<file path="config.mk">
export PLATFORM = sky130hd
export DESIGN_NAME = hub_descriptor_responder
export DESIGN_NICKNAME = d
export VERILOG_FILES = /design/src/include/hub_desc_pkg.sv /design/src/rtl/hub_descriptor_responder.sv
export SDC_FILE = /design/constraint.sdc
export NUM_CORES = 2
export LEC_CHECK = 0
export ABC_AREA = 0
export ABC_CLOCK_PERIOD_IN_PS = 7280
export BUFFER_PORTS_ARGS = -buffer_cell sky130_fd_sc_hd__buf_4
export CAP_MARGIN = 20
export CORE_ASPECT_RATIO = 0.5
export CORE_MARGIN = 3
export CORE_UTILIZATION = 40
export CTS_BUF_LIST = sky130_fd_sc_hd__clkbuf_2
export DETAILED_ROUTE_END_ITERATION = 6
export SYNTH_ARGS = -nofsm -noshare
export SYNTH_HDL_FRONTEND = slang
export SYNTH_SLANG_ARGS = --single-unit
</file>
<file path="constraint.sdc">
create_clock -name sys_clk -period 7.28 [get_ports sys_clk]
set_input_delay 1.092 -clock sys_clk [delete_from_list [all_inputs] [get_ports sys_clk]]
set_output_delay 1.092 -clock sys_clk [all_outputs]
set_load 0.005 [all_outputs]
</file>
<file path="src/include/hub_desc_pkg.sv">
// Functional notes
// - Hub descriptor byte 6 reports controller current, mA.
// - Supply mode 0 bus current, 1 self current.
// - Current covers hub only, not attached peripherals.
// - Byte 8 is constant FFh power mask.
// - Maker, product, serial texts, 60 bytes each.
// - String zero: 04h, 03h, language code.
// - Maker string: length plus two, 03h, text.
// - Product string: length plus two, 03h, text.
// - Serial string: length plus two, 03h, text.
// - Port count is three minus disabled ports.
// - Hub descriptor answered for type 29h or 00h.
package hub_desc_pkg;
	typedef logic [7:0] octet_t;

	// ------------------------------------------------------------------
	// Register offsets on the configuration port
	// ------------------------------------------------------------------
	localparam octet_t OFS_CONFIG_ONE   = 8'h06;
	localparam octet_t OFS_CURRENT_BUS  = 8'h0F;
	localparam octet_t OFS_CURRENT_SELF = 8'h10;
	localparam octet_t OFS_DEVICE_MASK  = 8'h11;
	localparam octet_t OFS_LANG_UPPER   = 8'h12;
	localparam octet_t OFS_LANG_LOWER   = 8'h13;
	localparam octet_t OFS_MAKER_LEN    = 8'h14;
	localparam octet_t OFS_PRODUCT_LEN  = 8'h15;
	localparam octet_t OFS_SERIAL_LEN   = 8'h16;
	localparam octet_t OFS_DIS_BUS      = 8'h17;
	localparam octet_t OFS_DIS_SELF     = 8'h18;
	localparam octet_t OFS_HUB_CHAR     = 8'h19;
	localparam octet_t OFS_POWER_ON     = 8'h1A;
	localparam octet_t OFS_TEXT_BASE    = 8'h40;
	localparam int     TEXT_SLOT_LSB    = 6;
	localparam int     TEXT_BYTES       = 60;
	localparam int     TEXT_SLOTS       = 3;
	localparam int     SUPPLY_MODE_BIT  = 7;
	localparam int     PORT_FIRST       = 1;
	localparam int     PORT_TOTAL       = 3;
	localparam octet_t READ_UNMAPPED    = 8'h00;

	// ------------------------------------------------------------------
	// Descriptor constants and byte positions
	// ------------------------------------------------------------------
	localparam octet_t HUB_DESC_LEN     = 8'h09;
	localparam octet_t HUB_TYPE         = 8'h29;
	localparam octet_t HUB_TYPE_LEGACY  = 8'h00;
	localparam octet_t STRING_TYPE      = 8'h03;
	localparam octet_t LANG_DESC_LEN    = 8'h04;
	localparam octet_t PWR_MASK_ALL     = 8'hFF;
	localparam octet_t STR_HDR          = 8'h02;
	localparam octet_t CHAR_HIGH        = 8'h00;
	localparam octet_t STR_INDEX_LAST   = 8'h03;
	localparam octet_t POS_LEN          = 8'h00;
	localparam octet_t POS_TYPE         = 8'h01;
	localparam octet_t POS_PORTS        = 8'h02;
	localparam octet_t POS_CHAR_LO      = 8'h03;
	localparam octet_t POS_CHAR_HI      = 8'h04;
	localparam octet_t POS_POWER_ON     = 8'h05;
	localparam octet_t POS_CURRENT      = 8'h06;
	localparam octet_t POS_REMOVABLE    = 8'h07;
	localparam octet_t POS_PWR_MASK     = 8'h08;

	typedef enum logic [2:0] {
		KIND_HUB, KIND_LANG, KIND_MAKER, KIND_PRODUCT, KIND_SERIAL
	} desc_kind_t;
	typedef enum logic {PH_IDLE, PH_SEND} phase_t;

	typedef struct packed {
		octet_t        desc_type;
		octet_t        desc_index;
		logic [15:0]   length;
	} req_t;

	typedef struct packed {
		logic   wr;
		logic   rd;
		octet_t addr;
		octet_t wdata;
	} cfg_t;

	typedef struct packed {
		phase_t     phase;
		desc_kind_t kind;
		octet_t     pos;
		octet_t     count;
		octet_t     tx_data;
		logic       empty;
		logic       stall;
		octet_t     cfg_rdata;
		octet_t     config_one;
		octet_t     current_bus;
		octet_t     current_self;
		octet_t     device_mask;
		octet_t     lang_upper;
		octet_t     lang_lower;
		octet_t     maker_len;
		octet_t     product_len;
		octet_t     serial_len;
		octet_t     dis_bus;
		octet_t     dis_self;
		octet_t     hub_char;
		octet_t     power_on;
		octet_t [TEXT_SLOTS-1:0][TEXT_BYTES-1:0] text;
	} state_t;
endpackage : hub_desc_pkg

</file>
<file path="src/rtl/hub_descriptor_responder.sv">
`timescale 1ns/100ps
module hub_descriptor_responder (
	input  wire logic                 sys_clk,
	input  wire logic                 rstn,
	input  wire hub_desc_pkg::cfg_t   cfg,
	output      hub_desc_pkg::octet_t cfg_rdata,
	input  wire logic                 req_valid,
	input  wire hub_desc_pkg::req_t   req,
	output      logic                 req_ready,
	output      logic                 req_stall,
	output      logic                 resp_empty,
	output      logic                 tx_valid,
	output      hub_desc_pkg::octet_t tx_data,
	output      logic                 tx_last,
	input  wire logic                 tx_ready
);
	import hub_desc_pkg::*;

	state_t st;
	state_t next_st;

	// ------------------------------------------------------------------
	// Descriptor content
	// ------------------------------------------------------------------

	// Stored text length of one string slot
	function automatic octet_t text_len(state_t s, desc_kind_t k);
		case (k)
			KIND_MAKER:   text_len = s.maker_len;
			KIND_PRODUCT: text_len = s.product_len;
			KIND_SERIAL:  text_len = s.serial_len;
			default:      text_len = '0;
		endcase
	endfunction : text_len

	// Whole length of a descriptor
	function automatic octet_t desc_len(state_t s, desc_kind_t k);
		case (k)
			KIND_HUB:  desc_len = HUB_DESC_LEN;
			KIND_LANG: desc_len = LANG_DESC_LEN;
			default:   desc_len = text_len(s, k) + STR_HDR;
		endcase
	endfunction : desc_len

	// Ports left after removing the disabled set of the current mode
	function automatic octet_t port_count(state_t s);
		octet_t dis;
		octet_t n;
		dis = s.config_one[SUPPLY_MODE_BIT] ? s.dis_self : s.dis_bus;
		n = octet_t'(PORT_TOTAL);
		for (int i = PORT_FIRST; i <= PORT_TOTAL; i++) begin
			if (dis[i])
				n = n - 8'h01;
		end
		port_count = n;
	endfunction : port_count

	// One byte of a descriptor at a position
	function automatic octet_t byte_at(state_t s, desc_kind_t k, octet_t p);
		octet_t b;
		octet_t idx;
		int     slot;
		b = '0;
		idx = p - STR_HDR;
		slot = int'(k) - int'(KIND_MAKER);
		case (k)
			KIND_HUB: begin
				case (p)
					POS_LEN:       b = HUB_DESC_LEN;
					POS_TYPE:      b = HUB_TYPE;
					POS_PORTS:     b = port_count(s);
					POS_CHAR_LO:   b = s.hub_char;
					POS_CHAR_HI:   b = CHAR_HIGH;
					POS_POWER_ON:  b = s.power_on;
					// Hub-only draw from upstream power, per mode
					POS_CURRENT:   b = s.config_one[SUPPLY_MODE_BIT] ?
						s.current_self : s.current_bus;
					POS_REMOVABLE: b = s.device_mask;
					POS_PWR_MASK:  b = PWR_MASK_ALL;
					default:       b = '0;
				endcase
			end
			KIND_LANG: begin
				case (p)
					POS_LEN:  b = LANG_DESC_LEN;
					POS_TYPE: b = STRING_TYPE;
					POS_PORTS:   b = s.lang_lower;
					POS_CHAR_LO: b = s.lang_upper;
					default:  b = '0;
				endcase
			end
			default: begin
				if (p == POS_LEN)
					b = text_len(s, k) + STR_HDR;
				else if (p == POS_TYPE)
					b = STRING_TYPE;
				else if (int'(idx) < TEXT_BYTES)
					b = s.text[slot][idx];
			end
		endcase
		byte_at = b;
	endfunction : byte_at

	// Configuration read mux, unmapped reads give zero
	function automatic octet_t reg_read(state_t s, octet_t a);
		case (a)
			OFS_CONFIG_ONE:   reg_read = s.config_one;
			OFS_CURRENT_BUS:  reg_read = s.current_bus;
			OFS_CURRENT_SELF: reg_read = s.current_self;
			OFS_DEVICE_MASK:  reg_read = s.device_mask;
			OFS_LANG_UPPER:   reg_read = s.lang_upper;
			OFS_LANG_LOWER:   reg_read = s.lang_lower;
			OFS_MAKER_LEN:    reg_read = s.maker_len;
			OFS_PRODUCT_LEN:  reg_read = s.product_len;
			OFS_SERIAL_LEN:   reg_read = s.serial_len;
			OFS_DIS_BUS:      reg_read = s.dis_bus;
			OFS_DIS_SELF:     reg_read = s.dis_self;
			OFS_HUB_CHAR:     reg_read = s.hub_char;
			OFS_POWER_ON:     reg_read = s.power_on;
			default: begin
				if (a >= OFS_TEXT_BASE &&
				    int'(a[TEXT_SLOT_LSB-1:0]) < TEXT_BYTES)
					reg_read = s.text[int'(a[7:TEXT_SLOT_LSB]) - 1]
						[a[TEXT_SLOT_LSB-1:0]];
				else
					reg_read = READ_UNMAPPED;
			end
		endcase
	endfunction : reg_read

	// Lengths beyond the text store are clamped
	function automatic octet_t clamp_len(octet_t v);
		clamp_len = (int'(v) > TEXT_BYTES) ? octet_t'(TEXT_BYTES) : v;
	endfunction : clamp_len

	// ------------------------------------------------------------------
	// Next state
	// ------------------------------------------------------------------
	always_comb begin
		octet_t     full;
		octet_t     cnt;
		desc_kind_t k;
		logic       ok;
		next_st = st;
		full = '0;
		cnt = '0;
		k = KIND_HUB;
		ok = 1'b0;
		next_st.empty = 1'b0;
		next_st.stall = 1'b0;
		// Configuration writes
		if (cfg.wr) begin
			case (cfg.addr)
				OFS_CONFIG_ONE:   next_st.config_one = cfg.wdata;
				OFS_CURRENT_BUS:  next_st.current_bus = cfg.wdata;
				OFS_CURRENT_SELF: next_st.current_self = cfg.wdata;
				OFS_DEVICE_MASK:  next_st.device_mask = cfg.wdata;
				OFS_LANG_UPPER:   next_st.lang_upper = cfg.wdata;
				OFS_LANG_LOWER:   next_st.lang_lower = cfg.wdata;
				OFS_MAKER_LEN:    next_st.maker_len = clamp_len(cfg.wdata);
				OFS_PRODUCT_LEN:  next_st.product_len = clamp_len(cfg.wdata);
				OFS_SERIAL_LEN:   next_st.serial_len = clamp_len(cfg.wdata);
				OFS_DIS_BUS:      next_st.dis_bus = cfg.wdata;
				OFS_DIS_SELF:     next_st.dis_self = cfg.wdata;
				OFS_HUB_CHAR:     next_st.hub_char = cfg.wdata;
				OFS_POWER_ON:     next_st.power_on = cfg.wdata;
				default: begin
					if (cfg.addr >= OFS_TEXT_BASE &&
					    int'(cfg.addr[TEXT_SLOT_LSB-1:0]) < TEXT_BYTES)
						next_st.text[int'(cfg.addr[7:TEXT_SLOT_LSB]) - 1]
							[cfg.addr[TEXT_SLOT_LSB-1:0]] = cfg.wdata;
				end
			endcase
		end
		// Registered read data
		if (cfg.rd)
			next_st.cfg_rdata = reg_read(st, cfg.addr);
		// Request decode and byte streaming
		case (st.phase)
			PH_IDLE: begin
				if (req_valid) begin
					if (req.desc_type == HUB_TYPE ||
					    req.desc_type == HUB_TYPE_LEGACY) begin
						k = KIND_HUB;
						ok = 1'b1;
					end else if (req.desc_type == STRING_TYPE &&
					             req.desc_index <= STR_INDEX_LAST) begin
						k = desc_kind_t'(req.desc_index[2:0] + 3'h1);
						ok = 1'b1;
					end
					full = desc_len(st, k);
					cnt = (req.length < {8'h00, full}) ?
						req.length[7:0] : full;
					if (!ok)
						next_st.stall = 1'b1;
					else if (cnt == '0)
						next_st.empty = 1'b1;
					else begin
						next_st.phase = PH_SEND;
						next_st.kind = k;
						next_st.pos = '0;
						next_st.count = cnt;
						next_st.tx_data = byte_at(st, k, '0);
					end
				end
			end
			PH_SEND: begin
				if (tx_ready) begin
					if (st.pos + 8'h01 == st.count)
						next_st.phase = PH_IDLE;
					else begin
						next_st.pos = st.pos + 8'h01;
						next_st.tx_data = byte_at(st, st.kind,
							st.pos + 8'h01);
					end
				end
			end
			default: next_st.phase = PH_IDLE;
		endcase
	end

	// State register
	always_ff @(posedge sys_clk or negedge rstn) begin
		if (!rstn)
			st <= '0;
		else
			st <= next_st;
	end

	// Outputs
	assign req_ready  = (st.phase == PH_IDLE);
	assign tx_valid   = (st.phase == PH_SEND);
	assign tx_last    = tx_valid && (st.pos + 8'h01 == st.count);
	assign tx_data    = st.tx_data;
	assign req_stall  = st.stall;
	assign resp_empty = st.empty;
	assign cfg_rdata  = st.cfg_rdata;
endmodule : hub_descriptor_responder

</file>
==> flow_summary_export.csv <==
group,metric,value,unit
clocking,clk_pin_slew,110,ps
power_and_ir_drop,p_per_area,224.5,nW/µm²
timing,setup_viol,0,
layout,area_delta_synth_final,8.122,%
grt,grt_pass1_vias,61360,
power_and_ir_drop,leakagePower,42.91,nW
timing,tightest_slew,1197,ps
die,die_area,223000,µm²
clocking,cts_sinks,1582,
yosys,synth_cell_types,91,
yosys,synth-seq-area-share,0.4560,
power_and_ir_drop,pwr-share-clk,0.281,
place,gp_congestion,0.9213,
layout,layout_common_cells,"1,579 x dfrtp_1, 1,554 x mux2_2, 812 x mux4_2, 541 x clkbuf_2, 491 x nand2_1",
yosys,synth-seq-cells,1582,
place,placed_area,90310,µm²
yosys,avgSynthCellArea,14.31,µm²
critical_path,reg2reg_depth,13,
place,port_buffers,74,
detailed_routing,drc,6,
worst_hold_path,hold_class,"input pin to async pin",
grt,grt_pass1_wl,444400,µm
timing,rsz0062_at_grt,"no",
critical_path,cp_max_fo,13,
timing,final-max-slew-violation-count,0,
yosys,synth-edff-count,0,
clocking,clk_latency,1650,ps
grt,antenna_found_initial,23,
detailed_routing,vias,60700,
power_and_ir_drop,pwr-share-comb,0.276,
power_and_ir_drop,seqPwrFrac,0.443,
power_and_ir_drop,ir_worst_vdd,0.3657,mV
timing,setup_tns,0,ps
clocking,cts_tree,"built",
yosys,syn_inst,6065,
yosys,synthFlopType,"dfrtp_1",
die,coreArea,214900,µm²
place,hpwl,201600,µm
critical_path,cp.required,8700,ps
critical_path,reg2reg_from,"st[1571]",
detailed_routing,drtPass1Iterations,7,
layout,final_cell_area,93860,µm²
timing,period_minus_slack,6226,ps
critical_path,arrival,7650,ps
die,die_x,664.8,µm
detailed_routing,via_per_inst,6.527,
grt,grt_usage,0.2713,
detailed_routing,wl_per_cell,33.00,µm
die,io_pins,75,
die,initial_core_util,0.4040,
timing,max_slew_margin,0.2022,
outcome,status,"finished, violations left",
power_and_ir_drop,switching_share,0.3864,
timing,clock_skew,179.3,ps
die,die_y,335.4,µm
critical_path,r2r_end,"tx_data[1]",
grt,grt_max_degree,182,
yosys,syn_nets,6143,
critical_path,criticalPathCategory,"input pin to register",
yosys,syn_area,86810,µm²
critical_path,rrSetupSlack,1290,ps
detailed_routing,drt_iter0_markers,7831,
clocking,post_cts_buffers,0,
clocking,cts_max_level,5,
run,max_cap_viol_count,0,
critical_path,start_kind,"input pin",
power_and_ir_drop,p_int,0.01293,W
timing,period_share,0.8553,
power_and_ir_drop,power_switching,0.008142,W
yosys,ys_warn_count,0,
layout,final_common_cell,"dfrtp_1",
clocking,cts-buffers-inserted,387,
layout,drive_gt1_frac,0.4960,
grt,grt_overflow,0,
layout,nets,6233,
yosys,synthArstFlopShare,1.000,
detailed_routing,ant_nets,0,
outcome,violations,"DRC",
timing,finalHoldViolCount,0,
layout,fillers,19380,
die,rows,120,
timing,timing.fmax,160.6,MHz
critical_path,end_kind,"register",
detailed_routing,wirelength,306900,µm
clocking,cts_root_buf,"clkbuf_2",
clocking,clockBufferDepth,4,
## worst max-delay path: stages
cell	delay [ps]
dlygate4sd3_1	550
buf_4	180
ha_1	400
and4bb_2	320
a221o_1	380
and2_1	190
a41o_1	230
ha_1	270
inv_1	190
a21oi_1	90
and4_1	260
or2_1	260
ha_1	190
or4_1	510
a2111oi_0	410
o211ai_1	210
a2111oi_2	390
or2_0	320
or3b_1	160
a41o_1	280
nand3_1	410
a22o_1	340
## final cells by class
class                           instances  area, µm²  area share
Antenna cell                           12      30.03   0.0003199
Clock buffer                          539       2698     0.02874
Clock inverter                        116      570.5    0.006079
Inverter                               49      188.9    0.002013
Multi-Input combinational cell       3911      44960      0.4791
Sequential cell                      1582      39600      0.4219
Tap cell                             2867       3587     0.03822
Timing Repair Buffer                  224       2220     0.02365
## cell families (layout without fill, tap and decap cells)
logic type / count (synthesis) / in the layout / share of synthesized area
xor+xnor: 33 / 33 / 0.003647
mux: 2437 / 2437 / 0.4209
compound gates: 528 / 528 / 0.04333
simple gates: 889 / 889 / 0.04566
fa+ha+maj: 24 / 24 / 0.003459
buf+inv: 572 / 928 / 0.02695
other cells: 0 / 12 / 0
flops: 1582 / 1582 / 0.4560
## metal layers
layer	wire length (µm)	global-route usage
met5	46	0
met4	12200	0.1035
met3	32370	0.07914
met2	137200	0.4087
met1	125100	0.3714
## metrics by stage
stage	instances	setup WS, ps	power (W)	hold slack, ps	util
2_1_floorplan	6065	882.3	0.01233	479.3	-
3_3_place_gp	8604	295.2	0.01500	487.5	0.4202
3_5_place_dp	8607	144.6	0.01511	498.0	0.4203
4_1_cts	9286	1106	0.02102	3.829	0.4367
5_1_grt	9294	499.9	0.02182	77.36	0.4368
6_report	9300	1054	0.02107	143.9	0.4368
## synthesized netlist by cell type, drive strengths merged, types with 46 or more instances
master / count / area [µm²]
dfrtp: 1582 / 39590
mux4: 812 / 18290
nand3: 53 / 265.3
a21oi: 90 / 461.7
clkbuf: 361 / 1355
buf: 162 / 800.8
nand2: 492 / 1849
mux2: 1562 / 17620
mux2i: 63 / 630.6
inv: 46 / 172.7
a22oi: 56 / 420.4
nor2: 147 / 561.8
a221oi: 62 / 543.0
o21ai: 78 / 390.4
## state kept, by name, summed over array words and instances, names as in the netlist
name        flops
req_stall       1
tx_data         8
resp_empty      1
st           1563
cfg_rdata       8
tx_valid        1
## worst max-delay path by stage
stage	from	end	slack, ps	cells past startpoint
after floorplan	req[26]	tx_data[5]	880	23
after global placement	req[16]	st[1571]	300	21
final	req[16]	st[1571]	1050	22
after detailed placement	req[16]	st[1571]	140	21
after CTS	st[1571]	tx_last	1110	9
after global routing	req[16]	tx_data[4]	500	22
## power by group through the flow
stage               combinational [W]  clock [W]  sequential, W
floorplan                     0.00297          0        0.00936
global placement              0.00552          0        0.00948
detailed placement            0.00561          0        0.00950
CTS                           0.00564    0.00606        0.00933
global route                  0.00594    0.00651        0.00937
finish                        0.00581    0.00592        0.00934
## repair_timing
item	4_1_cts	5_1_grt
hold buffers	24	0
hold endpoints to repair	354	0
resized for setup	0	0
No activity file was read; power rests on OpenSTA's default activity.
